==> config.mk <==
export PLATFORM = sky130hd
export DESIGN_NAME = nsp_packer
export DESIGN_NICKNAME = d
export VERILOG_FILES = /design/src/design/nsp_pkg.sv /design/src/design/nsp_packer.sv
export VERILOG_INCLUDE_DIRS = /design/src /design/src/design
export SDC_FILE = /design/constraint.sdc
export NUM_CORES = 2
export LEC_CHECK = 0
export BUFFER_PORTS_ARGS = -buffer_cell sky130_fd_sc_hd__clkbuf_2
export CAP_MARGIN = 20
export CORE_UTILIZATION = 35
export CTS_BUF_LIST = sky130_fd_sc_hd__clkbuf_4
export DETAILED_ROUTE_END_ITERATION = 8
export PLACE_DENSITY = 0.55
export RECOVER_POWER = 50
export SKIP_CTS_REPAIR_TIMING = 1
export SYNTH_ARGS = -nofsm -noshare
export SYNTH_HDL_FRONTEND = slang
export SYNTH_HIERARCHICAL = 1
export SYNTH_SLANG_ARGS = --single-unit
==> constraint.sdc <==
create_clock -name clk -period 6.07 [get_ports clk]
set_clock_uncertainty 0.05 [all_clocks]
set_input_delay 1.214 -clock clk [delete_from_list [all_inputs] [get_ports clk]]
set_output_delay 1.214 -clock clk [all_outputs]
set_load 0.1 [all_outputs]
==> src/design/nsp_defs.svh <==
/*
  nsp_defs.svh : offsets, codes, counts and field positions of the navigation
  subframe word packer, as macros.
  assumes: included by bare name after the package, only by design files.
*/
`ifndef NSP_DEFS_SVH
`define NSP_DEFS_SVH

// ****************************************
// register offsets (word addresses)
// ****************************************
`define NSP_OFS_CTRL      4'h0
`define NSP_OFS_STATUS    4'h1
`define NSP_OFS_DROPS     4'h2
`define NSP_OFS_SENT      4'h3

// ****************************************
// control fields and reset values
// ****************************************
`define NSP_CTRL_EN_BIT   0
`define NSP_CTRL_RST      32'h0000_0001

// ****************************************
// constellation codes
// ****************************************
`define NSP_GNSS_GPS      8'h00
`define NSP_GNSS_GAL      8'h02
`define NSP_GNSS_BDS      8'h03
`define NSP_GNSS_QZS      8'h05
`define NSP_GNSS_GLO      8'h06

// ****************************************
// word counts and special values
// ****************************************
`define NSP_WORDS_TEN     4'ha
`define NSP_WORDS_GAL     4'h8
`define NSP_WORDS_GLO     4'h4
`define NSP_SV_UNKNOWN    8'hff
`define NSP_GAL_ALERT     2'h1

// ****************************************
// glonass string fields
// ****************************************
`define NSP_GLO_BITS      85
`define NSP_GLO_HAM_LSB   0
`define NSP_GLO_STR_LSB   80

`endif

==> src/design/nsp_pkg.sv <==
/*
  nsp_pkg.sv : types of the packer, which uses the header and state types; the fifo uses none of them.
  assumes: nothing; every user writes nsp_pkg::name.
*/
package nsp_pkg;

  // message header word, ahead of the payload words
  typedef struct packed {
    logic [7:0] gnss_code;          // constellation code
    logic [7:0] signal_code;        // signal code
    logic [7:0] sv_number;          // satellite number, 255 unknown glonass
    logic [7:0] payload_word_count; // words that follow
  } nsp_header_t;

  // one word on the output stream
  typedef struct packed {
    logic        first;             // header word
    logic        last;              // final payload word
    logic [31:0] data;              // header or payload
  } nsp_beat_t;

  // packer states
  typedef enum logic [1:0] {
    NSP_IDLE,
    NSP_HEAD,
    NSP_BODY
  } nsp_state_t;

endpackage : nsp_pkg

==> src/design/nsp_packer.sv <==
/*
  nsp_packer.sv : navigation subframe word packer with its output fifo.
  a decoded subframe (up to ten raw words, a mode and ids) is taken on a
  one-cycle strobe, checked, formatted and streamed as header + payload.
  assumes: decoder upstream gives the parity result, the inversion flag and raw
  bits on subframe strobe; host drains the stream with valid/ready.
*/
// Design decisions made here: the placing of the registers and the strobed register port.
`timescale 1ns/100ps
`include "nsp_defs.svh"

// ****************************************
// stream fifo
// ****************************************
module nsp_fifo #(
  parameter int WIDTH = 34,
  parameter int DEPTH = 16
) (
  input  wire logic             clk,
  input  wire logic             rst_n,
  input  wire logic [WIDTH-1:0] in_data,
  input  wire logic             in_valid,
  output logic                  in_ready,
  output logic      [WIDTH-1:0] out_data,
  output logic                  out_valid,
  input  wire logic             out_ready
);
  localparam int AW = $clog2(DEPTH);
  logic [WIDTH-1:0] mem [DEPTH];    // storage
  logic [AW:0]      wr_reg;         // write pointer, extra wrap bit
  logic [AW:0]      rd_reg;         // read pointer, extra wrap bit
  logic             push;
  logic             pop;

  assign in_ready  = (wr_reg - rd_reg) != (AW+1)'(DEPTH);
  assign out_valid = wr_reg != rd_reg;
  assign out_data  = mem[rd_reg[AW-1:0]];
  assign push      = in_valid && in_ready;
  assign pop       = out_valid && out_ready;

  // storage has no reset: only pointers decide what is valid
  always_ff @(posedge clk)
  begin
    if (push)
      mem[wr_reg[AW-1:0]] <= in_data;
  end

  // pointers
  always_ff @(posedge clk or negedge rst_n)
  begin
    if (!rst_n)
    begin
      wr_reg <= '0;
      rd_reg <= '0;
    end
    else
    begin
      if (push)
        wr_reg <= wr_reg + 1'b1;
      if (pop)
        rd_reg <= rd_reg + 1'b1;
    end
  end
endmodule : nsp_fifo

// ****************************************
// packer top
// ****************************************
// Notes on behaviour
// [RL1] glonass 85 bits span payload words 0..2
// [RL2] hamming bits 1-8, string 81-84, idle 85
// [RL3] word 3 holds frame/superframe, unknown as zero
// [RL4] unidentified glonass satellite reported as 255
// [RL5] beidou subframe is ten words, arrival order
// [RL6] beidou 30-bit words right aligned, top pad
// [RL7] galileo page pair packed in eight words
// [RL8] galileo alert pages carry page type one
// [RL9] qzss formatted exactly like gps
// [RL10] constellation codes gps0 gal2 bds3 qzs5 glo6
// [RL11] signal codes per constellation table
// [RL12] word count 10, 8 galileo, 4 glonass
// [RL13] nominal subframe intervals set by source rate
// [RL14] emit only complete, parity-passed subframes
// [RL15] inverted data corrected before output
// [RL16] reader ignores pad fields
// [RL17] header carries codes and count before payload
module nsp_packer #(
  parameter int FIFO_DEPTH = 16
) (
  input  wire logic          clk,
  input  wire logic          rst_n,
  // decoder side
  input  wire logic          sf_valid,     // one-cycle subframe strobe
  input  wire logic [7:0]    sf_gnss,      // constellation code
  input  wire logic [7:0]    sf_signal,    // signal code
  input  wire logic [7:0]    sf_sv,        // satellite number
  input  wire logic          sf_sv_known,  // satellite identified
  input  wire logic          sf_complete,  // whole subframe seen
  input  wire logic          sf_parity_ok, // every parity check passed
  input  wire logic          sf_invert,    // data needs inversion
  input  wire logic          sf_alert,     // galileo alert page pair
  input  wire logic [319:0]  sf_raw,       // raw words, word 0 low
  input  wire logic [84:0]   sf_glo_string,// glonass string, bit 1 at lsb
  input  wire logic [15:0]   sf_glo_frame, // deduced frame, 0 if unknown
  input  wire logic [15:0]   sf_glo_sframe,// deduced superframe, 0 if unknown
  output logic               sf_busy,      // packer cannot take a subframe
  // host stream
  output logic [33:0]        out_data,     // {first,last,data}
  output logic               out_valid,
  input  wire logic          out_ready,
  // register port
  input  wire logic [3:0]    reg_addr,
  input  wire logic [31:0]   reg_wdata,
  input  wire logic          reg_wr,
  input  wire logic          reg_rd,
  output logic [31:0]        reg_rdata
);
  logic               rs1_reg;          // reset release stage 1
  logic               rst_sync_n;       // released reset
  logic [31:0]        ctrl_reg;         // control, bit 0 enable
  logic [31:0]        drops_reg;        // rejected subframes
  logic [31:0]        sent_reg;         // emitted messages
  logic [31:0]        words_reg [10];   // formatted payload
  nsp_pkg::nsp_header_t hdr_reg;        // pending header
  nsp_pkg::nsp_state_t  state_reg;      // sequencer
  logic [3:0]         idx_reg;          // payload index
  logic [33:0]        f_in;             // fifo input
  logic               f_valid;
  logic               f_ready;
  logic [33:0]        f_out;
  logic               f_out_valid;
  logic               accept;           // subframe taken
  logic               reject;           // subframe refused
  logic [319:0]       fixed;            // raw after inversion

  // word count per constellation
  function automatic logic [3:0] word_count(input logic [7:0] g);
    case (g)
      `NSP_GNSS_GAL: word_count = `NSP_WORDS_GAL; // [RL12]
      `NSP_GNSS_GLO: word_count = `NSP_WORDS_GLO; // [RL12]
      default:       word_count = `NSP_WORDS_TEN; // [RL12] [RL9]
    endcase
  endfunction : word_count

  // reset release through two flops
  always_ff @(posedge clk or negedge rst_n)
  begin
    if (!rst_n)
    begin
      rs1_reg    <= 1'b0;
      rst_sync_n <= 1'b0;
    end
    else
    begin
      rs1_reg    <= 1'b1;
      rst_sync_n <= rs1_reg;
    end
  end

  // taken only when idle; a strobe while busy counts as a drop
  assign fixed  = sf_invert ? ~sf_raw : sf_raw; // [RL15]
  assign accept = sf_valid && ctrl_reg[`NSP_CTRL_EN_BIT] && state_reg == nsp_pkg::NSP_IDLE
                  && sf_complete && sf_parity_ok; // [RL14]
  assign reject = sf_valid && !accept;

  // payload formatting, latched at acceptance
  always_ff @(posedge clk)
  begin
    if (accept)
    begin
      for (int i = 0; i < 10; i++)
      begin
        if (sf_gnss == `NSP_GNSS_BDS)
          words_reg[i] <= {2'h0, fixed[i*32 +: 30]}; // [RL5] [RL6]
        else
          words_reg[i] <= fixed[i*32 +: 32]; // [RL7] [RL9]
      end
      if (sf_gnss == `NSP_GNSS_GAL && sf_alert)
      begin
        // page type pair sits in bits 29:28 of words 0 and 4
        words_reg[0][29:28] <= `NSP_GAL_ALERT; // [RL8]
        words_reg[4][29:28] <= `NSP_GAL_ALERT; // [RL8]
      end
      if (sf_gnss == `NSP_GNSS_GLO)
      begin
        // string bit 85 is msb of word 0; hamming/string number keep place
        words_reg[0] <= sf_glo_string[84:53]; // [RL1] [RL2]
        words_reg[1] <= sf_glo_string[52:21]; // [RL1] [RL2]
        words_reg[2] <= {sf_glo_string[20:0], 11'h000}; // [RL1] [RL2]
        words_reg[3] <= {sf_glo_sframe, sf_glo_frame}; // [RL3]
      end
    end
  end

  // header and sequencing
  always_ff @(posedge clk or negedge rst_sync_n)
  begin
    if (!rst_sync_n)
    begin
      state_reg <= nsp_pkg::NSP_IDLE;
      idx_reg   <= 4'h0;
      hdr_reg   <= '0;
    end
    else
    begin
      case (state_reg)
        nsp_pkg::NSP_IDLE:
        begin
          if (accept)
          begin
            hdr_reg.gnss_code   <= sf_gnss; // [RL10]
            hdr_reg.signal_code <= sf_signal; // [RL11]
            hdr_reg.sv_number   <= (sf_gnss == `NSP_GNSS_GLO && !sf_sv_known)
                                   ? `NSP_SV_UNKNOWN : sf_sv; // [RL4]
            hdr_reg.payload_word_count <= {4'h0, word_count(sf_gnss)}; // [RL12]
            idx_reg   <= 4'h0;
            state_reg <= nsp_pkg::NSP_HEAD;
          end
        end
        nsp_pkg::NSP_HEAD:
          if (f_ready)
            state_reg <= nsp_pkg::NSP_BODY; // [RL17]
        nsp_pkg::NSP_BODY:
          if (f_ready)
          begin
            idx_reg <= idx_reg + 4'h1;
            if (idx_reg == hdr_reg.payload_word_count[3:0] - 4'h1)
              state_reg <= nsp_pkg::NSP_IDLE;
          end
        default:
          state_reg <= nsp_pkg::NSP_IDLE;
      endcase
    end
  end

  // beat toward the fifo; back-pressure stalls the sequencer
  always_comb
  begin
    f_valid = state_reg != nsp_pkg::NSP_IDLE;
    if (state_reg == nsp_pkg::NSP_HEAD)
      f_in = {1'b1, 1'b0, hdr_reg}; // [RL17]
    else
      f_in = {1'b0, idx_reg == hdr_reg.payload_word_count[3:0] - 4'h1,
              words_reg[idx_reg]};
  end

  nsp_fifo #(
    .WIDTH (34),
    .DEPTH (FIFO_DEPTH)
  ) u_fifo (
    .clk       (clk),
    .rst_n     (rst_sync_n),
    .in_data   (f_in),
    .in_valid  (f_valid),
    .in_ready  (f_ready),
    .out_data  (f_out),
    .out_valid (f_out_valid),
    .out_ready (!out_valid || out_ready)
  );

  // output register slice; keeps outputs straight from flops
  always_ff @(posedge clk or negedge rst_sync_n)
  begin
    if (!rst_sync_n)
    begin
      out_valid <= 1'b0;
      out_data  <= '0;
    end
    else if (!out_valid || out_ready)
    begin
      out_valid <= f_out_valid;
      out_data  <= f_out;
    end
  end
  // note: fifo pops exactly when the slice reloads, so an empty slice
  // taking a word never leaves a copy of it behind in the fifo

  // busy flag for the decoder
  always_ff @(posedge clk or negedge rst_sync_n)
  begin
    if (!rst_sync_n)
      sf_busy <= 1'b1;
    else
      sf_busy <= !(state_reg == nsp_pkg::NSP_IDLE && !accept);
  end

  // registers: control and counters
  always_ff @(posedge clk or negedge rst_sync_n)
  begin
    if (!rst_sync_n)
    begin
      ctrl_reg  <= `NSP_CTRL_RST;
      drops_reg <= '0;
      sent_reg  <= '0;
    end
    else
    begin
      if (reg_wr && reg_addr == `NSP_OFS_CTRL)
        ctrl_reg <= {31'h0, reg_wdata[`NSP_CTRL_EN_BIT]};
      // counting beats writes: a clear write loses to a new event
      if (reject)
        drops_reg <= drops_reg + 32'h1;
      else if (reg_wr && reg_addr == `NSP_OFS_DROPS)
        drops_reg <= '0;
      // one message per taken subframe: message rate follows the source's rate
      if (state_reg == nsp_pkg::NSP_HEAD && f_ready) // [RL13]
        sent_reg <= sent_reg + 32'h1;
      else if (reg_wr && reg_addr == `NSP_OFS_SENT)
        sent_reg <= '0;
    end
  end

  // read data, one cycle after the strobe, zero elsewhere
  always_ff @(posedge clk or negedge rst_sync_n)
  begin
    if (!rst_sync_n)
      reg_rdata <= '0;
    else if (reg_rd)
      case (reg_addr)
        `NSP_OFS_CTRL:   reg_rdata <= ctrl_reg;
        `NSP_OFS_STATUS: reg_rdata <= {28'h0, f_out_valid, !f_ready,
                                       state_reg};
        `NSP_OFS_DROPS:  reg_rdata <= drops_reg;
        `NSP_OFS_SENT:   reg_rdata <= sent_reg;
        default:         reg_rdata <= '0;
      endcase
    else
      reg_rdata <= '0;
  end
endmodule : nsp_packer

==> metrics.csv <==
stage,metric,value,unit
pwr,finalPower,24.2,mW
worst_setup_path,max_stage_delay,2950,ps
detailed_routing,finalWirelength,130,mm
worst_setup_path,crit_path_max_fanout,81,
sta,setup_tns,0,ps
global_route,use_met3,5.94,%
global_route,busiest_layer,met2,
detailed_routing,vias_per_cell,5.00,
global_route,first_global_vias,28042,
worst_setup_path,crit_required,7010,ps
die,die_w,363,um
run_status,violations,"capacitance limit, slew limit",
die,die_h,363,um
die,initial_utilization,35.3,%
detailed_routing,drc,0,
detailed_routing,first_pass_iters,7,
worst_setup_path,worst-path-buf-inv,2,
synthesis,synthTopCellsByArea,"edfxtp_1, dfrtp_1, mux4_2, mux4_1, xor2_1",
pwr,seqPwrFrac,42.4,%
worst_setup_path,worst-setup-path-type,primary input to flip-flop,
synthesis,synth.avg_cell_area,16.8,um^2
layout,instances_no_fill,5461,
detailed_routing,drtIter0Drc,1947,
global_route,grt.met2_usage,32.0,%
cts,clk_latency,1220,ps
synthesis,syn_area,45700,um^2
synthesis,synthFlopType,edfxtp_1,
pwr,powerDensity,449,nW/um^2
pwr,p_leak,19.8,nW
cts,cts-buffers-inserted,299,
synthesis,synth_most_common_cell,edfxtp_1,
die,core,129000,um^2
synthesis,synth_edf_count,851,
synthesis,yosysTopAreaCellShare,55.9,%
sta,tightest_slew,4150,ps
cts,numClockSinks,1042,
sta,finalCriticalPeriod,5080,ps
sta,rsz0062_at_grt,no,
global_route,grt_use_total,19.6,%
detailed_routing,avgRoutedWirePerCell,23.7,um
pwr,ir_worst_vdd,0.412,mV
cts,cts_tree,done,
layout,final_nets,4021,
global_route,grt_start_max_net_pins,140,
layout,fill_cells,12096,
synthesis,synthTopCellsByCount,"edfxtp_1, nand2_1, xor2_1, dfrtp_1, mux4_2",
global_route,grt_pass1_wl,185,mm
detailed_routing,dr_total_vias,27308,
worst_setup_path,cpMaxStageDelayCell,clkbuf_1,
sta,relSlewSlack,-177,%
sta,setup_violations,0,
worst_setup_path,crit_family,buffers and inverters,
sta,fmax,197,MHz
synthesis,ys_async_sr_fraction,17.1,%
layout,largest_reg_flops,544,
cts,clkSlewWorstSetupHoldPaths,70,ps
cts,clk_path_buf_depth,4,
placement,place_congestion,0.801,
pwr,combPwrFrac,31.8,%
pwr,net-switching-power,8.40,mW
synthesis,synth_nets,3247,
synthesis,syn_inst,2726,
placement,dp_slack,1450,ps
sta,slew_violations,760,
pwr,clkPwrFrac,25.8,%
placement,port_buffers,544,
synthesis,synth_seq_cells,1042,
global_route,antenna_found_initial,29,
pwr,internal_power,15.8,mW
layout,area_growth,18.1,%
worst_setup_path,crit_arrival,6020,ps
synthesis,synth_area_leader_cell,edfxtp_1,
sta,worst_slack,992,ps
sta,period_share,83.7,%
die,io_pins,576,
placement,dp_hpwl,84.8,mm
synthesis,synth-seq-area-share,66.3,%
cts,htree_levels,5,
synthesis,yosys_warnings,6,
pwr,switching_share,34.6,%
die,rows,132,
global_route,grt_overflow,0,
layout,final_util,41.7,%
hold_path,min_path_type,primary input to flip-flop,
cts,cts-root-buf,clkbuf_4,
run_status,status,finished with violations,
sta,report.final.hold_viol_count,0,
global_route,met1_usage,24.6,%
die,die_area,132000,um^2
placement,dp_cells,4924,
worst_setup_path,critPathLaunchType,primary input,
synthesis,yosysUniqueCellTypes,76,
detailed_routing,drtAntennaViolNets,0,
layout,drive_above_1_share,34.3,%
worst_setup_path,end_kind,flip-flop,
flow_run,maxCapViolCount,15,
worst_setup_path,cp_cell_sequence,buf_8 -> clkbuf_1 -> xnor2_1 -> a211oi_1,
==> cells in the final DEF, fill, tap and decap left out, drive strengths merged, types with 21 or more instances in the layout <==
cell / count
a211oi: 31
a22o: 21
a22oi: 31
buf: 58
clkbuf: 1033
clkinv: 53
dfrtp: 176
edfxtp: 851
inv: 23
mux2: 39
mux2i: 65
mux4: 234
nand2: 216
nand3: 57
nand4: 29
nor2: 90
o211ai: 25
o21ai: 132
o221ai: 27
o31ai: 23
xnor2: 131
xor2: 206
==> power groups by stage <==
stage | sequential (mW) | combinational, mW | clock [mW]
floorplan | 11.0 | 4.60 | 0
finish | 10.3 | 7.71 | 6.25
detailed placement | 10.4 | 7.81 | 0
global route | 10.4 | 8.24 | 6.85
global placement | 10.4 | 7.68 | 0
CTS | 10.3 | 7.82 | 6.48
==> routing by layer <==
layer  vias up  part of all wire (%)
li1      12425                     -
met5         -                  0.15
met3       214                   7.6
met4        30                   2.1
met2       997                    49
met1     13642                    41
==> path summary, 6_finish.rpt <==
check	start	end	slack [ps]	depth (start not counted)
worst max-delay path	sf_invert	words_reg[2][25]	990	4
worst min-delay path	sf_sv[1]	hdr_reg[9]	180	2
worst max register to register	u_fifo/rd_reg[1]	u_fifo/mem[15][24]	1160	8
worst min register to register	rs1_reg	rst_sync_n	310	0
max in group asynchronous	rst_sync_n	idx_reg[0]	1630	1
min in group asynchronous	rst_n	rst_sync_n	280	2
==> final cells by class <==
cell class | instances | area, um^2 | area share [%]
Timing Repair Buffer | 644 | 3370 | 6.25
Sequential cell | 1042 | 30300 | 56.1
Multi-Input combinational cell | 1491 | 14400 | 26.7
Antenna cell | 18 | 45.0 | 0.0835
Inverter | 22 | 90.1 | 0.167
Clock buffer | 448 | 3360 | 6.23
Tap cell | 1742 | 2180 | 4.04
Clock inverter | 54 | 216 | 0.401
==> through the flow <==
step	hold WS (ps)	cell area [um^2]
6_report	181	53900
5_1_grt	58.2	53900
4_1_cts	-441	54000
3_5_place_dp	234	50500
3_3_place_gp	232	50400
2_1_floorplan	281	45700
==> kinds of logic (layout without fill, tap and decap cells) <==
family          Yosys count  count (layout)  synth area share, %
compound gates          337             337                 4.97
xor+xnor                337             337                 6.48
fa+ha+maj                13              13                0.356
buf+inv                 193            1168                 2.44
flops                  1042            1042                 66.3
mux                     338             338                 14.8
other cells               1              19              0.00821
simple gates            465             465                 4.70
No activity file was read; power rests on OpenSTA's default activity.
